`config.mk`:
```
export PLATFORM = sky130hd
export DESIGN_NAME = erase_status_poll
export DESIGN_NICKNAME = d
export VERILOG_FILES = /design/src/logic/poll_pkg.sv /design/src/logic/sync_edge.sv /design/src/logic/delay_timer.sv /design/src/logic/erase_status_poll.sv
export VERILOG_INCLUDE_DIRS = /design/src /design/src/logic
export SDC_FILE = /design/constraint.sdc
export NUM_CORES = 1
export LEC_CHECK = 0
export BUFFER_PORTS_ARGS = -buffer_cell sky130_fd_sc_hd__clkbuf_2
export CAP_MARGIN = 30
export CORE_MARGIN = 10
export CORE_UTILIZATION = 41
export CTS_CLUSTER_DIAMETER = 100
export DETAILED_ROUTE_END_ITERATION = 10
export MAX_ROUTING_LAYER = met4
export PLACE_DENSITY = 0.73
export SLEW_MARGIN = 10
export SYNTH_ARGS = -nofsm -noshare
export SYNTH_HDL_FRONTEND = slang
export SYNTH_HIERARCHICAL = 1
export SYNTH_SLANG_ARGS = --single-unit
```
`constraint.sdc`:
```
create_clock -name core_clk -period 6.95 [get_ports core_clk]
set_input_delay 1.39 -clock core_clk [delete_from_list [all_inputs] [get_ports core_clk]]
set_output_delay 1.39 -clock core_clk [all_outputs]
set_load 0.005 [all_outputs]
```
`src/logic/poll_cfg.svh`:
```
// Constants of the erase status poller: offsets, field layout, timing
// Overview of operation
// - A select bit picks the core-clock delay field or the slow-clock resume delay count as the pre-poll timer.
// - A zero core-clock delay lets the status read start with no waiting.
// - A nonzero delay holds the status read off for at least that many clock cycles after the erase command ends.
// - A polarity bit says whether a busy bit of 0 or of 1 means the flash is busy.
// - A three-bit field picks which bit of the received status byte is the busy bit.
// - The receive phase uses single, dual or quad lanes as its two-bit field says, code 11 reserved.
// - The instruction phase uses single, dual or quad lanes as its own two-bit field says, code 11 reserved.
// - The instruction phase shifts out the eight-bit opcode held in the command register.
// - Any write to the erase-check register while an erase runs makes the block read the flash status.
// - After that status read the erase-in-progress flag is updated from the sampled busy bit.
`ifndef POLL_CFG_SVH
`define POLL_CFG_SVH

// ----------------------------------------------------------------------
// Register addresses
// ----------------------------------------------------------------------
`define ADDR_STATUS_CMD   32'h0c000034
`define ADDR_ERASE_CHECK  32'h0c000038
`define ADDR_POLL_STATE   32'h0c0000f0
`define ADDR_RESUME_DLY   32'h0c0000f4

// ----------------------------------------------------------------------
// Command register layout
// ----------------------------------------------------------------------
`define CMD_RESET         32'h00000000
`define CMD_MASK          32'h007fffff
`define DLY_SEL_BIT       22
`define DLY_HI            21
`define DLY_LO            16
`define POL_BIT           15
`define POS_HI            14
`define POS_LO            12
`define RXMD_HI           11
`define RXMD_LO           10
`define TXMD_HI           9
`define TXMD_LO           8
`define OP_HI             7
`define OP_LO             0
`define RESUME_RESET      8'h00

// ----------------------------------------------------------------------
// Serial timing: core cycles per half period of the flash clock
// ----------------------------------------------------------------------
`define SCK_HALF          3'h4
`define PHASE_LAST        3'h7

`endif

```
`src/logic/poll_pkg.sv`:
```
// Types shared by the erase status poller
package poll_pkg;

	typedef enum logic [1:0]
	{
		LANE_SINGLE   = 2'h0,
		LANE_DUAL     = 2'h1,
		LANE_QUAD     = 2'h2,
		LANE_RESERVED = 2'h3
	} lane_mode_e;

	typedef enum logic [2:0]
	{
		ST_IDLE = 3'h0,
		ST_CMD  = 3'h1,
		ST_RX   = 3'h3,
		ST_DONE = 3'h2
	} poll_state_e;

endpackage : poll_pkg

```
`src/logic/sync_edge.sv`:
```
// Two-stage synchroniser with rising-edge detection
`timescale 1ns/1ps
module sync_edge
(
	input  wire logic clk,
	input  wire logic rst,
	input  wire logic async_in,
	output logic      level,
	output logic      rise
);

	logic meta;
	logic sync;
	logic prev;

	always_ff @(posedge clk)
	begin
		if (rst)
		begin
			meta <= 1'b0;
			sync <= 1'b0;
			prev <= 1'b0;
		end
		else
		begin
			meta <= async_in;
			sync <= meta;
			prev <= sync;
		end
	end

	assign level = sync;
	assign rise  = sync & ~prev;

endmodule : sync_edge

```
`src/logic/delay_timer.sv`:
```
// Loadable down counter that reports when the delay has run out
`timescale 1ns/1ps
module delay_timer
(
	input  wire logic       clk,
	input  wire logic       rst,
	input  wire logic       load,
	input  wire logic [7:0] load_value,
	input  wire logic       tick,
	output logic            done
);

	logic [7:0] count;

	always_ff @(posedge clk)
	begin
		if (rst)
			count <= 8'h00;
		else if (load)
			count <= load_value;
		else if (tick && count != 8'h00)
			count <= count - 8'h01;
	end

	assign done = (count == 8'h00) && !load;

endmodule : delay_timer

```
`src/logic/erase_status_poll.sv`:
```
// Erase status poller: register port, pre-poll delay and status read
`timescale 1ns/1ps
`include "poll_cfg.svh"
module erase_status_poll
(
	input  wire logic        core_clk,
	input  wire logic        rst,
	input  wire logic [31:0] reg_addr,
	input  wire logic [31:0] reg_wdata,
	input  wire logic        reg_we,
	input  wire logic        reg_re,
	output logic      [31:0] reg_rdata,
	input  wire logic        erase_cmd_done,
	input  wire logic        slow_clk,
	output logic             qspi_sclk,
	output logic             qspi_cs_n,
	input  wire logic [3:0]  qspi_io_in,
	output logic      [3:0]  qspi_io_out,
	output logic      [3:0]  qspi_io_oe_n,
	output logic             erase_in_progress
);

	// ------------------------------------------------------------------
	// Lane helpers
	// ------------------------------------------------------------------
	function automatic logic [2:0] last_slot(poll_pkg::lane_mode_e m);
		case (m)
			poll_pkg::LANE_DUAL: last_slot = 3'h3;
			poll_pkg::LANE_QUAD: last_slot = 3'h1;
			default:             last_slot = 3'h7;
		endcase
	endfunction : last_slot

	// Returns {oe_n, out}; reserved code falls back to one lane
	function automatic logic [7:0] drive_bits(poll_pkg::lane_mode_e m,
		logic [7:0] sr);
		case (m)
			poll_pkg::LANE_DUAL: drive_bits = {4'hc, 2'h0, sr[7:6]};
			poll_pkg::LANE_QUAD: drive_bits = {4'h0, sr[7:4]};
			default:             drive_bits = {4'he, 3'h0, sr[7]};
		endcase
	endfunction : drive_bits

	function automatic logic [7:0] shift_tx(poll_pkg::lane_mode_e m,
		logic [7:0] sr);
		case (m)
			poll_pkg::LANE_DUAL: shift_tx = {sr[5:0], 2'h0};
			poll_pkg::LANE_QUAD: shift_tx = {sr[3:0], 4'h0};
			default:             shift_tx = {sr[6:0], 1'b0};
		endcase
	endfunction : shift_tx

	// Single mode listens on lane 1, the usual data-out pin of the flash
	function automatic logic [7:0] shift_rx(poll_pkg::lane_mode_e m,
		logic [7:0] sr, logic [3:0] io);
		case (m)
			poll_pkg::LANE_DUAL: shift_rx = {sr[5:0], io[1:0]};
			poll_pkg::LANE_QUAD: shift_rx = {sr[3:0], io};
			default:             shift_rx = {sr[6:0], io[1]};
		endcase
	endfunction : shift_rx

	// ------------------------------------------------------------------
	// Declarations
	// ------------------------------------------------------------------
	poll_pkg::poll_state_e state;
	poll_pkg::lane_mode_e  tx_mode;
	poll_pkg::lane_mode_e  rx_mode;
	logic [31:0]           status_cmd;
	logic [7:0]            resume_delay;
	logic                  pending;
	logic                  busy_last;
	logic [2:0]            phase;
	logic [2:0]            slot;
	logic [7:0]            tx_sr;
	logic [7:0]            rx_sr;
	logic [3:0]            io_sync;
	logic                  slow_rise;
	logic                  sel_slow;
	logic                  timer_done;
	logic [7:0]            timer_load;
	logic                  check_write;
	logic                  busy_now;
	logic [2:0]            next_phase;
	logic [7:0]            first_drive;
	logic [7:0]            next_drive;

	assign check_write = reg_we && (reg_addr == `ADDR_ERASE_CHECK);
	assign next_phase  = phase + 3'h1;
	assign first_drive = drive_bits(
		poll_pkg::lane_mode_e'(status_cmd[`TXMD_HI:`TXMD_LO]),
		status_cmd[`OP_HI:`OP_LO]);
	assign next_drive  = drive_bits(tx_mode, tx_sr);
	// Busy when the chosen bit equals the polarity bit
	assign busy_now = rx_sr[status_cmd[`POS_HI:`POS_LO]] ==
		status_cmd[`POL_BIT];

	// ------------------------------------------------------------------
	// Input synchronisers
	// ------------------------------------------------------------------
	genvar g;
	generate
		for (g = 0; g < 4; g++)
		begin : gen_io_sync
			sync_edge u_io_sync
			(
				.clk      (core_clk),
				.rst      (rst),
				.async_in (qspi_io_in[g]),
				.level    (io_sync[g]),
				.rise     ()
			);
		end
	endgenerate

	sync_edge u_slow_sync
	(
		.clk      (core_clk),
		.rst      (rst),
		.async_in (slow_clk),
		.level    (),
		.rise     (slow_rise)
	);

	// ------------------------------------------------------------------
	// Pre-poll delay
	// ------------------------------------------------------------------
	// The select is latched at load so a later rewrite cannot change
	// the time base of a delay already running
	always_ff @(posedge core_clk)
	begin
		if (rst)
			sel_slow <= 1'b0;
		else if (erase_cmd_done)
			sel_slow <= status_cmd[`DLY_SEL_BIT];
	end

	assign timer_load = status_cmd[`DLY_SEL_BIT] ? resume_delay :
		{2'h0, status_cmd[`DLY_HI:`DLY_LO]};

	delay_timer u_delay
	(
		.clk        (core_clk),
		.rst        (rst),
		.load       (erase_cmd_done),
		.load_value (timer_load),
		.tick       (sel_slow ? slow_rise : 1'b1),
		.done       (timer_done)
	);

	// ------------------------------------------------------------------
	// Registers
	// ------------------------------------------------------------------
	always_ff @(posedge core_clk)
	begin
		if (rst)
			status_cmd <= `CMD_RESET;
		else if (reg_we && reg_addr == `ADDR_STATUS_CMD)
			status_cmd <= reg_wdata & `CMD_MASK;
	end

	always_ff @(posedge core_clk)
	begin
		if (rst)
			resume_delay <= `RESUME_RESET;
		else if (reg_we && reg_addr == `ADDR_RESUME_DLY)
			resume_delay <= reg_wdata[7:0];
	end

	always_ff @(posedge core_clk)
	begin
		if (rst)
			reg_rdata <= 32'h00000000;
		else if (reg_re)
		begin
			case (reg_addr)
				`ADDR_STATUS_CMD: reg_rdata <= status_cmd;
				`ADDR_POLL_STATE: reg_rdata <= {27'h0, busy_last, pending,
					state != poll_pkg::ST_IDLE, timer_done, erase_in_progress};
				`ADDR_RESUME_DLY: reg_rdata <= {24'h0, resume_delay};
				default:          reg_rdata <= 32'h00000000;
			endcase
		end
		else
			reg_rdata <= 32'h00000000;
	end

	// A new check wins over the clear at the end of a read
	always_ff @(posedge core_clk)
	begin
		if (rst)
			pending <= 1'b0;
		else if (check_write && erase_in_progress)
			pending <= 1'b1;
		else if (state == poll_pkg::ST_DONE)
			pending <= 1'b0;
	end

	// A fresh erase wins over a not-busy result
	always_ff @(posedge core_clk)
	begin
		if (rst)
			erase_in_progress <= 1'b0;
		else if (erase_cmd_done)
			erase_in_progress <= 1'b1;
		else if (state == poll_pkg::ST_DONE && !busy_now)
			erase_in_progress <= 1'b0;
	end

	always_ff @(posedge core_clk)
	begin
		if (rst)
			busy_last <= 1'b0;
		else if (state == poll_pkg::ST_DONE)
			busy_last <= busy_now;
	end

	// ------------------------------------------------------------------
	// Status read sequencer
	// ------------------------------------------------------------------
	// Data change as the clock falls and are sampled at the end of the
	// high half, which leaves room for the two synchroniser stages
	always_ff @(posedge core_clk)
	begin
		if (rst)
		begin
			state        <= poll_pkg::ST_IDLE;
			tx_mode      <= poll_pkg::LANE_SINGLE;
			rx_mode      <= poll_pkg::LANE_SINGLE;
			phase        <= 3'h0;
			slot         <= 3'h0;
			tx_sr        <= 8'h00;
			rx_sr        <= 8'h00;
			qspi_sclk    <= 1'b0;
			qspi_cs_n    <= 1'b1;
			qspi_io_out  <= 4'h0;
			qspi_io_oe_n <= 4'hf;
		end
		else
		begin
			case (state)
				poll_pkg::ST_IDLE:
				begin
					qspi_sclk <= 1'b0;
					if (pending && timer_done)
					begin
						state   <= poll_pkg::ST_CMD;
						tx_mode <= poll_pkg::lane_mode_e'(
							status_cmd[`TXMD_HI:`TXMD_LO]);
						rx_mode <= poll_pkg::lane_mode_e'(
							status_cmd[`RXMD_HI:`RXMD_LO]);
						phase        <= 3'h0;
						slot         <= 3'h0;
						qspi_cs_n    <= 1'b0;
						qspi_io_oe_n <= first_drive[7:4];
						qspi_io_out  <= first_drive[3:0];
						tx_sr        <= shift_tx(poll_pkg::lane_mode_e'(
							status_cmd[`TXMD_HI:`TXMD_LO]),
							status_cmd[`OP_HI:`OP_LO]);
					end
				end
				poll_pkg::ST_CMD:
				begin
					phase     <= next_phase;
					qspi_sclk <= next_phase >= `SCK_HALF;
					if (phase == `PHASE_LAST)
					begin
						slot <= slot + 3'h1;
						if (slot == last_slot(tx_mode))
						begin
							state        <= poll_pkg::ST_RX;
							slot         <= 3'h0;
							qspi_io_oe_n <= 4'hf;
						end
						else
						begin
							qspi_io_oe_n <= next_drive[7:4];
							qspi_io_out  <= next_drive[3:0];
							tx_sr        <= shift_tx(tx_mode, tx_sr);
						end
					end
				end
				poll_pkg::ST_RX:
				begin
					phase     <= next_phase;
					qspi_sclk <= next_phase >= `SCK_HALF;
					if (phase == `PHASE_LAST)
					begin
						rx_sr <= shift_rx(rx_mode, rx_sr, io_sync);
						slot  <= slot + 3'h1;
						if (slot == last_slot(rx_mode))
						begin
							state     <= poll_pkg::ST_DONE;
							qspi_cs_n <= 1'b1;
						end
					end
				end
				poll_pkg::ST_DONE:
					state <= poll_pkg::ST_IDLE;
				default:
					state <= poll_pkg::ST_IDLE;
			endcase
		end
	end

	// ------------------------------------------------------------------
	// Checks
	// ------------------------------------------------------------------
	logic [7:0] since_load;
	logic [7:0] load_val;

	always_ff @(posedge core_clk)
	begin
		if (rst)
		begin
			since_load <= 8'h00;
			load_val   <= 8'h00;
		end
		else if (erase_cmd_done)
		begin
			since_load <= 8'h00;
			load_val   <= timer_load;
		end
		else if (since_load != 8'hff)
			since_load <= since_load + 8'h01;
	end
endmodule : erase_status_poll

```
# ---- After elaboration in Yosys (flattened, before gate mapping)
# Cells that the tools add are included.
dict set report classes {
  reduce_logical 31
  bitwise_logic 3
  n_lt_le_gt_ge 2
  eq_ne 23
  add_sub_neg 3
  n_mux 53
}
# op count
set op_table {}
lappend op_table {{equality test 32 x 28 -> 1 bit (second input constant)} 4}
lappend op_table {{one-hot mux 8 bit (2 select lines)} 6}
lappend op_table {{one-hot mux 23 bit (3 select lines)} 1}
lappend op_table {{2-to-1 mux 8 bit} 6}
lappend op_table {{2-to-1 mux 3 bit} 15}
lappend op_table {{2-to-1 mux 4 bit} 6}
lappend op_table {{one-hot mux 3 bit (2 select lines)} 3}
lappend op_table {{one-hot mux 3 bit (3 select lines)} 2}
lappend op_table {{one-hot mux 4 bit (2 select lines)} 2}
lappend op_table {{inequality test 2 bit (second input constant)} 6}
lappend op_table {{AND reduction 4 bit} 3}
lappend op_table {{nonzero test 2 bit} 6}
lappend op_table {{2-to-1 mux 1 bit} 9}
lappend op_table {{logical AND 1 bit} 8}
lappend op_table {{zero test 8 bit} 1}
lappend op_table {{nonzero test 8 bit} 1}
lappend op_table {{subtractor 8 x 1 -> 8 bit (second input constant)} 1}
lappend op_table {{adder 3 x 1 -> 3 bit (second input constant)} 2}
lappend op_table {{equality test 2 x 1 -> 1 bit (second input constant)} 3}
lappend op_table {{equality test 2 bit (second input constant)} 3}
lappend op_table {{equality test 3 x 2 -> 1 bit (second input constant)} 2}
lappend op_table {{equality test 3 bit} 2}
lappend op_table {{AND reduction 2 bit} 3}
lappend op_table {{nonzero test 3 bit} 2}
lappend op_table {{14 further kinds} 18}
dict set report word_totals {
  out_inout_bits 43
  reg_bits 125
  input_bits 74
}

# ---- Logic depth before layout (Yosys ltp)
dict set report depth {
  ltp_word 9
  depth_mapped 12
  ltp_nobuf 10
}

# ---- By module
# The synthesis kept the hierarchy.
# module seq_area_each_um2 n_inst area_each_um2 cells_each
set modules_own_cells {}
lappend modules_own_cells {erase_status_poll 1881.8 1 4495.6 513}
lappend modules_own_cells {delay_timer 160.2 1 534.3 61}
lappend modules_own_cells {sync_edge 60.1 5 87.6 7}

# ---- Least setup slack after synthesis
# OpenSTA, ideal clock, no wires.
dict set report synth_timing {
  path_kind {input to register}
  start {in reg_addr[13]}
  end {reg status_cmd[10]}
  setup_time_ns 0.128
  arrival_time_ns 2.997
  slack_ns 3.825
  required_time_ns 6.822
  path_stages 7
  cell_sequence {or4_4 > nor4_4 > and3_1 > buf_6 > buf_12 > mux2i_1 > nor2_1}
}
dict set report synth_via {
  elab_chain_cells 2
}
# element line
set synth_lines {}
lappend synth_lines {{start, declared} erase_status_poll.sv:8} ;# input wire logic [31:0] reg_addr,
lappend synth_lines {{equality test 32 x 28 -> 1 bit} -}
lappend synth_lines {{logical AND 1 bit (no line)} -}
lappend synth_lines {{end signal, assigned} erase_status_poll.sv:157} ;# status_cmd <= `CMD_RESET;
lappend synth_lines {{end signal, assigned} erase_status_poll.sv:159} ;# status_cmd <= reg_wdata & `CMD_MASK;
lappend synth_lines {{end, declared} erase_status_poll.sv:69} ;# logic [31:0] status_cmd;
# Every way passes these cells.
# A chain may end at the register's enable or synchronous reset.

# ---- Worst setup path in the final report
dict set report layout_timing {
  start {in reg_addr[13]}
  end {reg status_cmd[0]}
}
# The elaborated chain is that of the path after synthesis.

==> results_dict.tcl <==
set metrics [dict create \
    grt_max_degree 92 \
    power_mw 1.71 \
    port_buffers 98 \
    power.share.sequential_pct 38.7 \
    combPwrFrac_pct 4.5 \
    final_antenna_net_count 0 \
    grt_overflow 0 \
    rsz0062_at_grt "no" \
    swShare_pct 19.7 \
    synth_cells 597 \
    critPathKind "primary input to flop" \
    vias 4474 \
    dr.pass1.iters 5 \
    start_util_pct 42.0 \
    worstHoldPathType "flop to flop" \
    ctsHoldBuffers 0 \
    p_switching_mw 0.337 \
    antenna_cells 0 \
    drive_gt1_share_pct 23.4 \
    p_leak_nw 2.55 \
    fin_skew_ns 0.00961 \
    yosysWarnings 6 \
    max_freq_ghz 0.301 \
    p_int_mw 1.37 \
    cts.repair.resized 0 \
    place_hpwl_um 9520 \
    period_share_pct 47.8 \
    numCtsBuffers 17 \
    worst_hold_slack_ns 0.433 \
    finalCriticalPeriod_ns 3.32 \
    grt_pass1_wl_um 21600 \
    fin_setup_tns_ns 0 \
    outcome "complete, no violations" \
    max_cap_viol_count 0 \
    drc_errors 0 \
    setup_viol 0 \
    clockPowerShare_pct 56.9 \
    rows 41 \
    core_area_um2 12700 \
    cts_sinks 113 \
    worstPathRequired_ns 7.20 \
    die_y_um 134 \
    cp_max_fo 20 \
    grt_pass1_vias 4357 \
    dieArea_um2 18000 \
    finalHoldViolations 0 \
    startpoint_type "primary input" \
    final_common_cell "dfxtp_1" \
    post_synth.cell_area_avg_um2 8.92 \
    power.density_nw_per_um2 265 \
    clk_latency_ns 0.41 \
    globalRouteTotalUtil_pct 15.1 \
    clockRootBuffer "clkbuf_16" \
    layout_common_cells "113 x dfxtp_1, 103 x nor2_1, 98 x clkbuf_2, 48 x a21oi_1, 38 x mux2i_1" \
    cts_buffer_depth 2 \
    dpl_worst_slack_ns 3.27 \
    gp_congestion 0.872 \
    slew_headroom_pct 38.8 \
    fin_nets 760 \
    area_growth_pct 21.0 \
    clk_pin_slew_ns 0.05 \
    layout_setup_ws_ns 3.63 \
    cp-end-kind "flop" \
    crit_arrival_ns 3.57 \
    routed_wl_um 13400 \
    drt_iter0_markers 308 \
    wl_per_cell_um 15.6 \
    vias_per_cell 5.21 \
    post_cts_buffers 0 \
    maxSlewViolCount 0 \
    io_pins 117 \
    synth_area_um2 5330 \
    worst_slew_pin_slew_ns 0.917 \
    peakVddDrop_mv 0.211 \
    cts_tree "yes" \
    die_w_um 134 \
    htreeDepth 4 \
    antenna_found_initial 0 \
]
flip-flops by register name, indices dropped and copies added (netlist names), 2 cells and up:
signal	count
gen_io_sync.u_io_sync/meta	4
rx_sr	8
resume_delay	8
reg_rdata	23
u_delay/count	8
slot	3
qspi_io_oe_n	3
status_cmd	23
phase	3
tx_sr	7
gen_io_sync.u_io_sync/level	4
state	2
qspi_io_out	4
tx_mode	2
rx_mode	2
routing by layer:
metal	track usage, %	wire [um]	vias up
met5	-	0	-
met4	5.08	196	0
met3	5.04	860	17
met2	23.6	6290	145
met1	17.9	6020	2079
li1	-	-	2233
metrics by stage:
step	util, %	cells	cell area (um2)
after CTS	50.9	859	6440
after global placement	45.6	827	5770
after detailed placement	45.6	827	5770
final	50.9	859	6440
after global routing	50.9	859	6440
after floorplan	-	605	5360
cell type report:
class | count | area [um2]
Fill cell | 1158 | 6230
Multi-Input combinational cell | 429 | 2740
Sequential cell | 113 | 2260
Timing Repair Buffer | 101 | 513
Clock buffer | 22 | 494
Tap cell | 172 | 215
Clock inverter | 10 | 178
Inverter | 12 | 45.0
final timing paths:
| check | from | to | slack (ns) | cells past startpoint |
|---|---|---|---|---|
| max reg2reg | u_delay/count[2] | tx_sr[3] | 3.88 | 9 |
| min reg2reg | gen_io_sync[3].u_io_sync/meta | gen_io_sync[3].u_io_sync/level | 0.43 | 1 |
| max | reg_addr[13] | status_cmd[0] | 3.63 | 7 |
| min | gen_io_sync[3].u_io_sync/meta | gen_io_sync[3].u_io_sync/level | 0.43 | 1 |
power groups by stage:
stage / sequential (mW) / clock (mW) / combinational [mW]
2_1_floorplan: 0.673 / 0 / 0.0504
3_3_place_gp: 0.674 / 0 / 0.0722
3_5_place_dp: 0.674 / 0 / 0.0743
4_1_cts: 0.661 / 0.980 / 0.0758
5_1_grt: 0.661 / 1.02 / 0.0834
6_report: 0.661 / 0.971 / 0.0761
worst max-delay path, stage by stage:
cell and delay [ns]:
clkbuf_2 0.08, or4_4 0.57, nor4_4 0.45, and3_1 0.36, buf_4 0.40, mux2i_1 0.25, nor2_1 0.06
(Power assumes the default switching activity.)
